### src/verilog/ssc_defines.vh
// constants for the standby and oscillation stabilization controller
`ifndef SSC_DEFINES_VH
`define SSC_DEFINES_VH
// register byte offsets on the ahb-lite bus
`define SSC_OFF_CTRL      12'h000
`define SSC_OFF_TSEL      12'h004
`define SSC_OFF_STATUS    12'h008
`define SSC_OFF_MODE      12'h00C
// control register fields
`define SSC_CTRL_SUBCLK   0
`define SSC_CTRL_HIOSC    1
// mode register fields
`define SSC_MODE_HALT     0
`define SSC_MODE_STOP     1
`define SSC_MODE_LSRUN    2
`define SSC_MODE_OSCRUN   3
`define SSC_MODE_REFUSED  4
// reset values
`define SSC_RST_TSEL      3'h7
`define SSC_RST_CTRL      2'h0
// number of stabilization thresholds
`define SSC_NUM_THR       8
// first threshold is 2^8 cycles, each next doubles
`define SSC_THR_BASE_LOG2 8
`endif

### src/verilog/ssc_standby_ctrl.v
// standby mode control with oscillation stabilization counter and status
//
// Behaviour
// - stop accepted only on main clock
// - halt accepted on either clock
// - low-speed oscillator kept per option byte
// - status bits set in order, stay set
// - counter stops at selected time
// - status shows only up to selected time
// - wait counts only after oscillation starts
// - pending interrupt turns stop into wait
`timescale 1ns/1ps
`include "ssc_defines.vh"

// design notes
//
// bus side
// - the slave never stalls: hreadyout is tied high and hresp stays okay
// - a write lands at the edge that closes its data phase
// - read data is loaded at the address phase edge, so hrdata already
//   stands for the whole data phase and needs no extra wait state
// - offsets outside the four registers read zero and drop writes
//
// standby sequencer
// - run, halt, stop and a stabilization wait, one-hot coded
// - a stop request while the subsystem clock drives the cpu is refused
//   and leaves a sticky flag; software clears it by writing a one
// - if the refusal and the clearing write meet in one cycle, the
//   refusal wins so that no refused stop is ever lost
// - a stop request with an interrupt already pending skips the stop
//   state and goes straight into the stabilization wait
// - halt wakes at once; only a stop request pays the wait
//
// stabilization counter
// - cleared on every entry from run into stop or into the wait, so a status
//   read after release only shows thresholds of this release
// - it only advances once the synchronised oscillation flag is high,
//   so the crystal start-up time is never counted as stable time
// - threshold bits above the selected time are masked off and stay zero
// - the counter freezes as soon as the selected threshold bit is set
//
// limitations
// - the select register is frozen during the wait; a write then is
//   dropped rather than applied late, and software must read it back
// - select values above the number of thresholds are not guarded;
//   with the default parameters every three-bit value is legal
// - the option byte level is taken only while the cpu runs, so a late
//   change of the option pin cannot toggle the low-speed oscillator
//   in the middle of a standby period
// - the oscillation flag crosses clock domains, so it passes three
//   flip-flops and counts only when the last two stages agree; this
//   costs four cycles of latency after the pin rises
//
// trade-off
// - thresholds are plain counter bits rather than comparators, which
//   keeps the status logic to one and-gate and one or-gate per bit

module ssc_standby_ctrl #(
  parameter integer NUM_THR  = `SSC_NUM_THR,
  parameter integer BASE_LOG = `SSC_THR_BASE_LOG2,
  parameter integer CNT_W    = BASE_LOG + NUM_THR
)(
  input  wire        core_clk,
  input  wire        reset,
  input  wire        hsel,
  input  wire [11:0] haddr,
  input  wire [1:0]  htrans,
  input  wire        hwrite,
  input  wire [2:0]  hsize,
  input  wire        hready,
  input  wire [31:0] hwdata,
  output reg  [31:0] hrdata,
  output wire        hreadyout,
  output wire        hresp,
  input  wire        halt_req,
  input  wire        stop_req,
  input  wire        irq_pending,
  input  wire        wake_req,
  input  wire        lsosc_keep_opt,
  input  wire        osc_started_pin,
  output wire        halt_mode,
  output wire        stop_mode,
  output wire        lsosc_run,
  output wire        main_osc_run,
  output wire        cpu_clk_en
);

  // one-hot states of the standby sequencer
  localparam [3:0] ST_RUN  = 4'b0001;
  localparam [3:0] ST_HALT = 4'b0010;
  localparam [3:0] ST_STOP = 4'b0100;
  localparam [3:0] ST_WAIT = 4'b1000;

  reg [3:0]         state_q;
  reg [3:0]         state_d;
  reg [1:0]         ctrl_q;
  reg [2:0]         tsel_q;
  reg [NUM_THR-1:0] status_q;
  reg [CNT_W-1:0]   cnt_q;
  reg               refused_q;
  reg               lsopt_q;
  reg [2:0]         osc_sync_q;
  reg               osc_ok_q;
  reg               ph_valid_q;
  reg               ph_write_q;
  reg [11:0]        ph_addr_q;

  wire [NUM_THR-1:0] thr_hit;
  wire [NUM_THR-1:0] thr_allow;
  wire               cnt_done;
  wire               on_sub;

  // bus is always ready and never errors; every access takes one data phase
  assign hreadyout = 1'b1;
  assign hresp     = 1'b0;
  assign on_sub    = ctrl_q[`SSC_CTRL_SUBCLK];

  // threshold index is enabled when it does not exceed the selected time
  function thr_enabled;
    input [2:0] sel;
    input integer idx;
    begin
      thr_enabled = (idx <= sel);
    end
  endfunction

  // write decode for one register offset, used by several writers
  function reg_write_hit;
    input [11:0] off;
    begin
      reg_write_hit = ph_valid_q && ph_write_q && (ph_addr_q == off);
    end
  endfunction

  // one-cycle write strobes for the control, select and mode registers in the data phase
  wire wr_ctrl = reg_write_hit(`SSC_OFF_CTRL);
  wire wr_tsel = reg_write_hit(`SSC_OFF_TSEL);
  wire wr_mode = reg_write_hit(`SSC_OFF_MODE);

  // option byte level caught by a clocked process after reset release
  always @(posedge core_clk)
  begin
    if (reset)
      lsopt_q <= 1'b0;
    else if (state_q == ST_RUN)
      lsopt_q <= lsosc_keep_opt;
  end

  // oscillation-started pin synchroniser; a change counts when stages agree
  always @(posedge core_clk)
  begin
    if (reset)
    begin
      osc_sync_q <= 3'h0;
      osc_ok_q   <= 1'b0;
    end
    else
    begin
      osc_sync_q <= {osc_sync_q[1:0], osc_started_pin};
      if (osc_sync_q[1] == osc_sync_q[2])
        osc_ok_q <= osc_sync_q[2];
    end
  end

  // standby sequencer next state
  always @*
  begin
    state_d = state_q;
    case (state_q)
      ST_RUN:
      begin
        if (stop_req && !on_sub && irq_pending)
          state_d = ST_WAIT;
        else if (stop_req && !on_sub)
          state_d = ST_STOP;
        else if (halt_req)
          state_d = ST_HALT;
      end
      ST_HALT:
        if (wake_req || irq_pending)
          state_d = ST_RUN;
      ST_STOP:
        if (wake_req || irq_pending)
          state_d = ST_WAIT;
      ST_WAIT:
        if (cnt_done)
          state_d = ST_RUN;
      default:
        state_d = ST_RUN;
    endcase
  end

  // state register and stop-refusal flag (set wins over a mode write)
  always @(posedge core_clk)
  begin
    if (reset)
    begin
      state_q   <= ST_RUN;
      refused_q <= 1'b0;
    end
    else
    begin
      state_q <= state_d;
      if (state_q == ST_RUN && stop_req && on_sub)
        refused_q <= 1'b1;
      else if (wr_mode)
        refused_q <= refused_q & ~hwdata[`SSC_MODE_REFUSED];
    end
  end

  // counting waits for the oscillator; a stuck count cannot shorten the wait
  wire cnt_run = (state_q == ST_WAIT) && osc_ok_q && !cnt_done;

  // thresholds: bit i fires when count reaches 2^(BASE_LOG+i)
  genvar gi;
  generate
    for (gi = 0; gi < NUM_THR; gi = gi + 1)
    begin : g_thr
      assign thr_hit[gi]   = cnt_q[BASE_LOG+gi];
      assign thr_allow[gi] = thr_enabled(tsel_q, gi);
    end
  endgenerate

  // counter done once the selected threshold is reached
  assign cnt_done = status_q[tsel_q];

  // stabilization counter and status bits
  always @(posedge core_clk)
  begin
    if (reset)
    begin
      cnt_q    <= {CNT_W{1'b0}};
      status_q <= {NUM_THR{1'b0}};
    end
    else if (state_q == ST_RUN && state_d == ST_STOP)
    begin
      cnt_q    <= {CNT_W{1'b0}};
      status_q <= {NUM_THR{1'b0}};
    end
    else if (state_q == ST_RUN && state_d == ST_WAIT)
    begin
      cnt_q    <= {CNT_W{1'b0}};
      status_q <= {NUM_THR{1'b0}};
    end
    else if (cnt_run)
    begin
      cnt_q    <= cnt_q + {{(CNT_W-1){1'b0}}, 1'b1};
      status_q <= status_q | (thr_hit & thr_allow);
    end
  end

  // address phase capture and register writes
  always @(posedge core_clk)
  begin
    if (reset)
    begin
      ph_valid_q <= 1'b0;
      ph_write_q <= 1'b0;
      ph_addr_q  <= 12'h000;
      ctrl_q     <= `SSC_RST_CTRL;
      tsel_q     <= `SSC_RST_TSEL;
    end
    else
    begin
      if (hready)
      begin
        ph_valid_q <= hsel && htrans[1];
        ph_write_q <= hwrite;
        ph_addr_q  <= haddr;
      end
      if (wr_ctrl)
        ctrl_q <= hwdata[1:0];
      // select held during the wait so the running count stays coherent
      if (wr_tsel && state_q != ST_WAIT)
        tsel_q <= hwdata[2:0];
    end
  end

  // read data register, loaded in the address phase
  always @(posedge core_clk)
  begin
    if (reset)
      hrdata <= 32'h0000_0000;
    else if (hready && hsel && htrans[1] && !hwrite)
    begin
      case (haddr)
        `SSC_OFF_CTRL:   hrdata <= {30'h0000_0000, ctrl_q};
        `SSC_OFF_TSEL:   hrdata <= {29'h0000_0000, tsel_q};
        `SSC_OFF_STATUS: hrdata <= {{(32-NUM_THR){1'b0}}, status_q};
        `SSC_OFF_MODE:   hrdata <= {27'h0000_000, refused_q, main_osc_run,
                                    lsosc_run, stop_mode, halt_mode};
        default:         hrdata <= 32'h0000_0000;
      endcase
    end
  end

  // mode outputs; in standby the low-speed oscillator follows the option byte level taken while in run
  assign halt_mode    = state_q[1] | state_q[3];
  assign stop_mode    = state_q[2];
  assign lsosc_run    = (state_q == ST_RUN) | lsopt_q;
  assign main_osc_run = !state_q[2];
  assign cpu_clk_en   = state_q[0];

endmodule

### config.mk
export PLATFORM = sky130hd
export DESIGN_NAME = ssc_standby_ctrl
export DESIGN_NICKNAME = d
export VERILOG_FILES = /design/src/verilog/ssc_standby_ctrl.v
export VERILOG_INCLUDE_DIRS = /design/src /design/src/verilog
export SDC_FILE = /design/constraint.sdc
export NUM_CORES = 1
export LEC_CHECK = 0
export ABC_AREA = 0
export BUFFER_PORTS_ARGS = -buffer_cell sky130_fd_sc_hd__buf_2
export CAP_MARGIN = 0
export CORE_MARGIN = 10
export CORE_UTILIZATION = 51
export DETAILED_ROUTE_END_ITERATION = 7
export HOLD_SLACK_MARGIN = 0.05
export PLACE_DENSITY = 0.86
export SYNTH_ARGS = -nofsm -noshare
export SYNTH_HDL_FRONTEND = slang
export SYNTH_SLANG_ARGS = --single-unit
### constraint.sdc
create_clock -name core_clk -period 2.1 [get_ports core_clk]
set_input_delay 0.21 -clock core_clk [delete_from_list [all_inputs] [get_ports core_clk]]
set_output_delay 0.21 -clock core_clk [all_outputs]
set_load 0.005 [all_outputs]
# [Word-level counts from Yosys, hierarchy flattened]
# Index checks and enable logic that the tools add are counted.
[totals] ff_bits=85
[op_classes] eq_ne=13 reduce_logical=26 n_lt_le_gt_ge=8 n_bitwise=6 addsub=1 muxes=12
[ops] cell="$eq 12x4->1 const B" count=3
[ops] cell="$pmux 8 s4" count=1
[ops] cell="$eq 12x3->1 const B" count=2
[ops] cell="$logic_not 12->1" count=2
[ops] cell="$mux 4" count=6
[ops] cell="$logic_and 1x1->1" count=17
[ops] cell="$add 16x1->16 const B" count=1
[ops] cell="$pmux 4 s4" count=1
[ops] cell="$le 3x3->1 const A" count=4
[ops] cell="$and 8x8->8" count=1
[ops] cell="$eq 4x3->1 const B" count=2
[ops] cell="$eq 4x4->1 const B" count=2
[ops] cell="$or 8x8->8" count=1
[ops] cell="$le 2x3->1 const A" count=2
[ops] cell="$eq 4x1->1 const B" count=1
[ops] cell="$eq 4x2->1 const B" count=1
[ops] cell="$logic_not 1->1" count=4
[ops] cell="$lt 3x4->1 const B" count=1
[ops] cell="$ne 4x4->1 const B" count=1
[ops] cell="$bmux 1 s3" count=1
[ops] cell="$le 1x3->1 const A" count=1
[ops] cell="$mux 1" count=3
[ops] cell="$reduce_or 3->1" count=1
[ops] cell="$or 1x1->1" count=2
[ops] cell="5 further kinds" count=5

# [Depth between registers and ports, before layout]
# Gate-level depths: netlist of the first run.
[depth] ltp_word=8 mapped_depth=7 depth_no_buf=5

# [Worst setup path after synthesis of the first run]
# OpenSTA, ideal clock, no wires.
[synth_path] kind="reg-to-reg" from="register state_q[2]" to="register cnt_q[10]" required_ps=2030 path_slack_ps=183 t_arrival_ps=1847 stages_incl_launch_ff=7 period_less_slack_ps=1917 n_path_buf=1 path_cell_list="dfxtp_1 -> buf_6 -> nor4b_4 -> nand2_4 -> a2111oi_4 -> or3b_1 -> a21oi_1"
[synth_via] elab_chain_cells=7 word_cells_on_any_way=18 cone_classes="eq/ne (6); mux (7); reduce/logical (5)"
[synth_lines] element="start: declaration" line="ssc_standby_ctrl.v:94" source="reg [3:0] state_q;"
[synth_lines] element="start signal: assignment" line="ssc_standby_ctrl.v:203" source="state_q <= state_d;"
[synth_lines] element="$mux 4" line="ssc_standby_ctrl.v:176" source="else if (halt_req)"
[synth_lines] element="$mux 4" line="ssc_standby_ctrl.v:174" source="else if (stop_req && !on_sub)"
[synth_lines] element="$mux 4" line="ssc_standby_ctrl.v:172" source="if (stop_req && !on_sub && irq_pending)"
[synth_lines] element="$pmux 4 s4" line="ssc_standby_ctrl.v:169" source="case (state_q)"
[synth_lines] element="$eq 4x3->1 or $eq 4x4->1 (tied branches)" line="ssc_standby_ctrl.v:235, ssc_standby_ctrl.v:240"
[synth_lines] element="$logic_and 1x1->1 (on tied branches)" line="ssc_standby_ctrl.v:235, ssc_standby_ctrl.v:240"
[synth_lines] element="$reduce_or 3->1 (no line)"
[synth_lines] element="end signal: assignment" line="ssc_standby_ctrl.v:232" source="cnt_q <= {CNT_W{1'b0}};"
[synth_lines] element="end signal: assignment" line="ssc_standby_ctrl.v:237" source="cnt_q <= {CNT_W{1'b0}};"
[synth_lines] element="end signal: assignment" line="ssc_standby_ctrl.v:242" source="cnt_q <= {CNT_W{1'b0}};"
[synth_lines] element="end: declaration" line="ssc_standby_ctrl.v:99" source="reg [CNT_W-1:0] cnt_q;"
# Parallel ways exist; a longest one is shown, timed or not.
# A chain may end at the register's enable or synchronous reset.

# [Worst setup path in the final report of the first run]
[layout_path] from="register tsel_q[0]" to="register cnt_q[5]"
[layout_via] elab_chain_cells=7 word_cells_on_any_way=11 cone_classes="eq/ne (2); mux (4); reduce/logical (5)"
[layout_lines] element="start: declaration" line="ssc_standby_ctrl.v:97" source="reg [2:0] tsel_q;"
[layout_lines] element="start signal: assignment" line="ssc_standby_ctrl.v:261" source="tsel_q <= `SSC_RST_TSEL;"
[layout_lines] element="start signal: assignment" line="ssc_standby_ctrl.v:275" source="tsel_q <= hwdata[2:0];"
[layout_lines] element="$bmux 1 s3 (*)" line="ssc_standby_ctrl.v:225" source="assign cnt_done = status_q[tsel_q];"
[layout_lines] element="$mux 1 (not written as such) (*)" line="ssc_standby_ctrl.v:225"
[layout_lines] element="$mux 4" line="ssc_standby_ctrl.v:186" source="if (cnt_done)"
[layout_lines] element="$pmux 4 s4" line="ssc_standby_ctrl.v:169"
[layout_lines] element="$eq 4x3->1 or $eq 4x4->1 (tied branches)" line="ssc_standby_ctrl.v:235, ssc_standby_ctrl.v:240"
[layout_lines] element="$logic_and 1x1->1 (on tied branches)" line="ssc_standby_ctrl.v:235, ssc_standby_ctrl.v:240"
[layout_lines] element="$reduce_or 3->1 (no line)"
# Every way passes the cells marked *; elsewhere a longest branch is shown, timed or not. The select of a mux whose other input is x is not followed.

==> results.json, run 1 <==
{
  "status": "completed",
  "grt_pass1_wl_um": 11400,
  "numCtsBuffers": 9,
  "cts_max_level": 3,
  "rsz0062_at_grt": "false",
  "ys_warn_count": 0,
  "period_share": 0.932,
  "syn_area_mm2": 0.00301,
  "period_minus_slack_ns": 1.96,
  "drt_pass1_iterations": 5,
  "setup_slack_ns": 0.144,
  "power-per-cell-area_mw_per_mm2": 720,
  "clk_pin_slew_worst_paths_ns": 0.06,
  "yosysSeqAreaShare": 0.405,
  "antenna_left": 0,
  "nets": 437,
  "p_leak_nw": 1.40,
  "syn2layout_area_growth_pct": 14.1,
  "fillCellCount": 489,
  "synth_top_cells_by_area": "dfxtp_1 41%, mux2i_1 8.0%, buf_4 6.5%",
  "crit_type": "reg -> reg",
  "dp_hpwl_um": 5110,
  "crit_path_end_kind": "flip-flop",
  "avgSynthCellArea_um2": 9.19,
  "dpl-instance-area_mm2": 0.00322,
  "synth_cells": 328,
  "vias_per_cell": 5.38,
  "die_w_um": 96.9,
  "root_buffer": "clkbuf_8",
  "worst-r2r-cell-count": 5,
  "yosys.area.top_type": "dfxtp_1",
  "synth-async-reset-ratio": 0,
  "arrival_ns": 2.23,
  "ir_worst_vdd_mv": 0.628,
  "r2r-start": "tsel_q[0]",
  "worst_clock_skew_ns": 0.00910,
  "clockBufferDepth": 2,
  "endpoint": "cnt_q[5]",
  "critical_path.startpoint": "tsel_q[0]",
  "synth_edf_count": 0,
  "antenna_found_initial": 0,
  "rows": 27,
  "drt_iter0_drc": 145,
  "synth_most_common_cell": "dfxtp_1",
  "hold_viol_final": 0,
  "synth_ff_type": "dfxtp_1",
  "max_freq_mhz": 511,
  "path_max_fanout": 8,
  "max_slew_margin": 0.586,
  "port_buffers": 40,
  "max_cap_viol_count": 0,
  "worst_pin_slew_ns": 0.620,
  "grtUsageTotal": 0.144,
  "drc": 0,
  "finalWirelength_um": 6720,
  "gr-total-overflow": 0,
  "synth-seq-cells": 61,
  "hp-class": "in -> reg",
  "finalMaxSlewViolations": 0,
  "io_pins": 99,
  "crit_path_start_kind": "flip-flop",
  "synth_cell_types": 57,
  "dieArea_mm2": 0.00938,
  "fin_area_mm2": 0.00344,
  "initial_core_util": 0.537,
  "worst_ep_required_time_ns": 2.37,
  "dieHeight_um": 96.9,
  "vias": 2436,
  "seqCellArea_mm2": 0.00122,
  "yosys.area.top_type_share": 0.405,
  "n_antenna_cell": 0,
  "cts_tree": "yes",
  "netlist_top_cells_count": "61 x dfxtp_1, 38 x nor2_1, 26 x buf_4",
  "r2r_setup_slack_ns": 0.14,
  "r2r_end": "cnt_q[5]",
  "grt_max_degree": 27,
  "clk_latency_ns": 0.34,
  "fin_tns_setup_ns": 0,
  "core_mm2": 0.00561,
  "multi_input_area_mm2": 0.00161,
  "routedWlPerCell_um": 14.8,
  "cts_sinks": 61,
  "place_ws_ns": 0.0187,
  "finalSetupViolations": 0,
  "drive_gt1_frac": 0.220,
  "grt_pass1_vias": 2494,
  "place.gp.congestion": 0.856
}
==> where the power goes <==
group	total (mW)	switching [mW]	internal, mW
combinational	0.245	0.139	0.106
clock	1.02	0.446	0.574
sequential	1.21	0.0252	1.19
total	2.48	0.610	1.87
==> flip-flops by register name (all words and copies together), names as in the netlist <==
signal	cells
ph_valid_q	1
refused_q	1
hrdata	8
cnt_q	16
ph_addr_q	12
state_q	4
osc_sync_q	3
tsel_q	3
ctrl_q	2
ph_write_q	1
lsopt_q	1
status_q	8
osc_ok_q	1
==> area by class of cell <==
type | count | area share
Inverter | 5 | 0.00546
Timing Repair Buffer | 53 | 0.0873
Clock buffer | 10 | 0.0400
Clock inverter | 6 | 0.0182
Sequential cell | 61 | 0.356
Tap cell | 72 | 0.0262
Multi-Input combinational cell | 246 | 0.467
==> worst max-delay path, stage by stage, from the launching register on <==
cell and delay, ns:
dfxtp_2 0.44, mux2i_1 0.27, a22oi_2 0.20, a21o_1 0.32
or4_1 0.52, a21oi_1 0.14
==> how the worst min path moves through the flow <==
stage / startpoint / end / cells after the start / slack [ns]
2_1_floorplan: irq_pending / state_q[2] / 1 / 0.29
3_3_place_gp: irq_pending / state_q[2] / 2 / 0.41
3_5_place_dp: irq_pending / state_q[2] / 2 / 0.42
4_1_cts: osc_started_pin / osc_sync_q[0] / 2 / 0.07
5_1_grt: osc_started_pin / osc_sync_q[0] / 2 / 0.08
6_report: osc_started_pin / osc_sync_q[0] / 2 / 0.09
==> cells in the final DEF, fill, tap and decap left out, types with 3 or more instances in the layout <==
cell type,netlist,routed
inv_1,5,5
xnor2_1,4,4
nand3_1,12,12
o21ai_0,10,10
nand2b_1,7,7
clkinvlp_4,0,3
nand4_1,7,7
nand2_1,17,17
nor2_1,38,38
a211o_1,3,3
and3_1,3,3
clkbuf_8,0,10
conb_1,2,26
buf_4,26,12
dfxtp_1,61,60
mux2i_1,24,24
nor4_1,5,5
buf_2,2,40
or3_1,4,4
a22o_1,3,3
a31oi_1,6,6
a21oi_1,18,18
nor2b_1,11,11
a2111oi_4,3,3
==> kinds of logic (layout without fill, tap and decap cells) <==
family | count (synthesis) | after routing | share of synthesized area
adder cells (fa/ha/maj) | 1 | 1 | 0.00415
buffers and inverters | 45 | 74 | 0.0917
flip-flops | 61 | 61 | 0.405
AO/OA/AOI/OAI | 64 | 64 | 0.163
other | 2 | 26 | 0.00249
AND/OR/NAND/NOR | 124 | 124 | 0.223
multiplexers | 26 | 26 | 0.0959
XOR/XNOR | 5 | 5 | 0.0145
==> metal layers <==
layer | vias to the layer above | routed length [um] | track usage
li1 | 1222 | - | -
met1 | 1145 | 2800 | 0.152
met2 | 60 | 3380 | 0.252
met3 | 9 | 461 | 0.0589
met4 | 0 | 76 | 0.0474
met5 | - | 0 | 0
==> through the flow <==
stage | utilization | instances | power [mW] | hold WS, ns
after floorplan | - | 352 | 1.42 | 0.287
after global placement | 0.574 | 435 | 1.47 | 0.411
after detailed placement | 0.574 | 435 | 1.48 | 0.417
after CTS | 0.612 | 452 | 2.50 | 0.0708
after global routing | 0.613 | 453 | 2.58 | 0.0764
final | 0.613 | 453 | 2.48 | 0.0918
==> repair_timing <==
item	4_1_cts	5_1_grt
setup buffers	0	1
hold buffers	1	0
endpoints found under the hold margin	1	0
resized for setup	0	1
setup endpoints to repair	0	12
Note: power is estimated with default switching activity, not from simulation.
==> run 2: changes to the inputs <==
==> constraint.sdc (replaced) <==
create_clock -name core_clk -period 1.9 [get_ports core_clk]
set_input_delay 0.19 -clock core_clk [delete_from_list [all_inputs] [get_ports core_clk]]
set_output_delay 0.19 -clock core_clk [all_outputs]
set_load 0.005 [all_outputs]
==> run 2 against run 1 <==
  * Combinational power up 22%
  * Power grew 12%
  * Utilization rose by 2.6 points
  * Flip-flop and latch count did not move
  * Worst hold slack lost 0.017 ns
  * Global-route usage up 0.24 points
  * Sequential share of layout area down 1.3 points
  * Critical path depth grew 1
  * Worst setup slack got worse by 0.12 ns
  * Maximum frequency rose by 4.1%
  * Clock power up 12%
  * Critical path type unchanged
  * Highest routed layer unchanged
==> results.json, run 2 (same netlist as run 1, synthesis figures left out) <==
{
  "core_mm2": 0.00561,
  "clockBufferDepth": 2,
  "crit_type": "reg -> reg",
  "path_max_fanout": 5,
  "p_leak_nw": 1.49,
  "arrival_ns": 2.15,
  "final_cell_mix": "58 x dfxtp_1, 40 x buf_2, 38 x nor2_1",
  "p_sw_frac": 0.239,
  "critPathTopFamily": "compound AO/OA/AOI/OAI gates",
  "r2r_setup_slack_ns": 0.02,
  "slowest_stage": "dfxtp_4",
  "finalSetupViolations": 0,
  "vias_per_cell": 5.51,
  "min_path_cells": 2,
  "die_w_um": 96.9,
  "final_common_cell": "dfxtp_1",
  "power.total_mw": 2.77,
  "internal_power_mw": 2.11,
  "biggestRegsByFlops": "cnt_q (16), ph_addr_q (12)",
  "critPathMaxStageDelay_ns": 0.39,
  "cts_sinks": 61,
  "vias": 2572,
  "place_inst": 448,
  "place.gp.congestion": 0.846,
  "grtUsageTotal": 0.146,
  "period_minus_slack_ns": 1.88,
  "r2r-start": "tsel_q[0]",
  "switchingPower_mw": 0.661,
  "largest_reg_flops": 16,
  "syn2layout_area_growth_pct": 19.0,
  "max_freq_mhz": 532,
  "clk_latency_ns": 0.34,
  "dieHeight_um": 96.9,
  "max_slew_margin": 0.601,
  "worst-r2r-cell-count": 6,
  "gr-total-overflow": 0,
  "crit_chain": "mux2i_1, a22oi_2, buf_4, a2111oi_4, or3b_1, a21oi_1",
  "grt_max_degree": 21,
  "io_pins": 99,
  "initial_core_util": 0.537,
  "finalMaxSlewViolations": 0,
  "antenna_left": 0,
  "dieArea_mm2": 0.00938,
  "r2r_end": "cnt_q[10]",
  "grt_pass1_wl_um": 11600,
  "drt_pass1_iterations": 4,
  "cts_max_level": 3,
  "p_comb_frac": 0.108,
  "antenna_found_initial": 0,
  "ir_worst_vdd_mv": 0.813,
  "cts_tree": "yes",
  "root_buffer": "clkbuf_8",
  "rsz0062_at_grt": "true",
  "power-per-cell-area_mw_per_mm2": 772,
  "port_buffers": 40,
  "dp_hpwl_um": 5250,
  "worst_ep_required_time_ns": 2.17,
  "power_frac_clock": 0.411,
  "n_antenna_cell": 0,
  "p_seq_frac": 0.481,
  "hp-class": "in -> reg",
  "nets": 452,
  "drc": 0,
  "min_to": "tsel_q[2]",
  "worstHoldStart": "hwdata[2]",
  "path_buf_inv": 1,
  "clk_pin_slew_worst_paths_ns": 0.07,
  "finalWirelength_um": 7060,
  "crit_path_end_kind": "flip-flop",
  "numCtsBuffers": 9,
  "layout.cells.non_filler": 467,
  "largest_register": "cnt_q",
  "worst_clock_skew_ns": 0.0108,
  "drive_gt1_frac": 0.261,
  "period_share": 0.989,
  "rows": 27,
  "hold_viol_final": 0,
  "crit_path_start_kind": "flip-flop",
  "grt_pass1_vias": 2573,
  "drt_iter0_drc": 165,
  "max_cap_viol_count": 0,
  "routedWlPerCell_um": 15.1,
  "status": "completed",
  "worst_pin_slew_ns": 0.599
}
==> run 2: repair_timing <==
item	in CTS	in global routing
gates resized for setup	2	7
buffers inserted	0	3
pin swaps	0	5
endpoints found under the setup margin	8	15
hold endpoints to repair	1	0
hold buffers	1	0
==> run 2: final cells by class <==
type / instances / area [um2]
Sequential cell: 61 / 1230
Clock inverter: 4 / 47.5
Clock buffer: 11 / 151
Multi-Input combinational cell: 246 / 1640
Timing Repair Buffer: 68 / 413
Fill cell: 478 / 2020
Inverter: 5 / 18.8
Tap cell: 72 / 90.1
==> run 2: per-layer routing <==
metal | track usage | share of wire | vias to the layer above | wire length (um)
met1 | 0.146 | 0.39 | 1230 | 2720
met4 | 0.0519 | 0.016 | 0 | 115
met2 | 0.266 | 0.54 | 77 | 3780
li1 | - | - | 1254 | -
met5 | 0 | 0 | - | 0
met3 | 0.0561 | 0.062 | 11 | 439
==> run 2: worst max path at each step <==
stage                           from   endpoint  slack, ns  cells past startpoint
after floorplan           state_q[2]  cnt_q[10]       0.04                      6
after global placement     tsel_q[0]  cnt_q[15]      -0.04                      6
after detailed placement   tsel_q[0]  cnt_q[15]      -0.07                      6
after CTS                  tsel_q[1]   cnt_q[5]       0.02                      5
after global routing       tsel_q[0]  cnt_q[15]      -0.04                      6
final                      tsel_q[0]  cnt_q[10]       0.02                      6
==> run 2: power groups by stage <==
stage / sequential, mW / combinational, mW / clock (mW)
finish: 1.33 / 0.300 / 1.14
global route: 1.33 / 0.336 / 1.22
CTS: 1.33 / 0.288 / 1.17
detailed placement: 1.36 / 0.283 / 0
global placement: 1.36 / 0.275 / 0
floorplan: 1.36 / 0.209 / 0
==> run 2: per-stage QoR <==
stage | worst slack (ns) | area [um2] | hold WS (ns) | TNS, ns | utilization
after global routing | -0.0429 | 3590 | 0.0638 | -0.211 | 0.639
after CTS | 0.0191 | 3530 | 0.0579 | 0 | 0.629
after global placement | -0.0355 | 3320 | 0.392 | -0.0548 | 0.591
after detailed placement | -0.0661 | 3320 | 0.400 | -0.186 | 0.591
after floorplan | 0.0392 | 3100 | 0.267 | 0 | -
final | 0.0201 | 3590 | 0.0752 | 0 | 0.639
==> run 3: changes to the inputs <==
--- a/config.mk
+++ b/config.mk
@@ -11,6 +11,8 @@
 export CAP_MARGIN = 0
 export CORE_MARGIN = 10
 export CORE_UTILIZATION = 51
+export CTS_BUF_LIST = sky130_fd_sc_hd__clkbuf_16
+export CTS_CLUSTER_SIZE = 14
 export DETAILED_ROUTE_END_ITERATION = 7
 export HOLD_SLACK_MARGIN = 0.05
 export PLACE_DENSITY = 0.86
==> run 3 against run 2 <==
  * Design area up 2.0%
  * Die area unchanged
  * Utilization rose by 1.2 points
  * Worst setup slack got worse by 0.013 ns
  * Worst hold slack got worse by 0.010 ns
  * Final cell count shrank 0.21%
  * Via count down 0.43%
  * Clock power grew 34%
  * Clock-buffer cell count fell by 2
==> results.json, run 3 (same netlist as run 1, synthesis figures left out) <==
{
  "power.total_mw": 3.16,
  "root_buffer": "clkbuf_16",
  "io_pins": 99,
  "r2r_setup_slack_ns": 0.007,
  "biggestRegsByFlops": "cnt_q (16), ph_addr_q (12)",
  "period_minus_slack_ns": 1.89,
  "n_antenna_cell": 0,
  "core_mm2": 0.00561,
  "met2_usage": 0.271,
  "rows": 27,
  "die_w_um": 96.9,
  "crit_path_end_kind": "flip-flop",
  "drt_pass1_iterations": 4,
  "grt_pass1_vias": 2561,
  "min_path_cells": 2,
  "vias": 2561,
  "use_met1": 0.148,
  "arrival_ns": 2.16,
  "grtUsageTotal": 0.149,
  "largest_reg_flops": 16,
  "cts_sinks": 61,
  "syn2layout_area_growth_pct": 21.3,
  "largest_register": "cnt_q",
  "drt_iter0_drc": 147,
  "final_cell_mix": "58 x dfxtp_1, 40 x buf_2, 38 x nor2_1",
  "gr-total-overflow": 0,
  "initial_core_util": 0.537,
  "worst_ep_required_time_ns": 2.16,
  "max_slew_margin": 0.610,
  "port_buffers": 40,
  "max_cap_viol_count": 0,
  "power-per-cell-area_mw_per_mm2": 865,
  "grt.met3_usage": 0.0610,
  "max_freq_mhz": 528,
  "grt_max_degree": 21,
  "period_share": 0.996,
  "finalSetupViolations": 0,
  "antenna_left": 0,
  "drive_gt1_frac": 0.261,
  "fin_area_mm2": 0.00366,
  "worst-r2r-cell-count": 6,
  "grt_pass1_wl_um": 11700,
  "rsz0062_at_grt": "true",
  "finalMaxSlewViolations": 0,
  "hold_viol_final": 0,
  "vias_per_cell": 5.50,
  "dp_hpwl_um": 5250,
  "crit_path_start_kind": "flip-flop",
  "clockBufferDepth": 2,
  "routedWlPerCell_um": 15.9,
  "drc": 0,
  "final_util": 0.652,
  "ir_worst_vdd_mv": 0.722,
  "gr-max-usage-layer": "met2",
  "dieHeight_um": 96.9,
  "p_leak_nw": 1.51,
  "path_max_fanout": 6,
  "place.gp.congestion": 0.846,
  "fillCellCount": 460,
  "antenna_found_initial": 0,
  "nets": 451,
  "dieArea_mm2": 0.00938,
  "worst_clock_skew_ns": 0.00802,
  "setup_slack_ns": 0.00678,
  "dpl-instance-area_mm2": 0.00332,
  "worst_pin_slew_ns": 0.585,
  "finalWirelength_um": 7390,
  "place_ws_ns": -0.0661,
  "clk_pin_slew_worst_paths_ns": 0.05,
  "hp-class": "in -> reg",
  "fin_tns_setup_ns": 0,
  "cts_tree": "yes",
  "clk_latency_ns": 0.33,
  "numCtsBuffers": 9,
  "status": "completed",
  "cts_max_level": 3,
  "final_common_cell": "dfxtp_1",
  "crit_type": "reg -> reg"
}
-- run 3: changes by cell type in the layout (fill, tap and decap cells not counted) --
cell           previous run  this run
mux2i_1                  24        23
nor4b_1                   1         0
dfxtp_2                   1         2
clkbuf_16                 0         9
nor4b_4                   2         1
dlygate4sd3_1             1         0
clkbuf_8                 11         0
dfxtp_4                   2         1
nor4b_2                   1         3
clkinv_1                  0         2
mux2i_2                   0         1
-- run 3: where the power goes --
group	internal (mW)	switching [mW]
combinational	0.128	0.165
clock	0.990	0.542
sequential	1.31	0.0235
total	2.43	0.731
-- run 3: worst max-delay path, cell delays in order (launching register included) --
cell       delay, ns
dfxtp_4         0.40
mux2i_1         0.24
a22oi_2         0.18
buf_4           0.19
a2111oi_4       0.31
or3b_1          0.38
a21oi_1         0.14
-- run 3: cell type report --
| cell class | instances | area [um2] | share of cell area |
|---|---|---|---|
| inverter | 5 | 18.8 | 0.00513 |
| tap | 72 | 90.1 | 0.0246 |
| clock buffer | 9 | 225 | 0.0616 |
| multi-input combinational | 246 | 1640 | 0.448 |
| clock inverter | 6 | 55.1 | 0.0151 |
| timing repair buffer | 67 | 403 | 0.110 |
| sequential | 61 | 1230 | 0.336 |
-- run 3: worst paths after layout --
| check | from | to |
|---|---|---|
| setup reg to reg | tsel_q[0] | cnt_q[10] |
| setup / recovery | tsel_q[0] | cnt_q[10] |
| hold / removal | irq_pending | state_q[2] |
| hold reg to reg | osc_sync_q[0] | osc_sync_q[1] |
-- run 3: stage by stage --
step           std cells  hold slack (ns)
2_1_floorplan        352            0.267
6_report             466           0.0653
4_1_cts              463           0.0573
3_3_place_gp         448            0.392
3_5_place_dp         448            0.400
5_1_grt              466           0.0705
-- run 3: repair_timing --
action	CTS	global route
buffers inserted	0	3
hold buffers	0	0
resized for setup	1	8
pin swaps	0	7
setup endpoints to repair	8	21
gates cloned	0	0
-- run 3: layer usage --
metal | up-vias | routed length (um)
met5 | - | 0
met4 | 0 | 138
met3 | 16 | 479
met2 | 64 | 3940
met1 | 1228 | 2840
li1 | 1253 | -
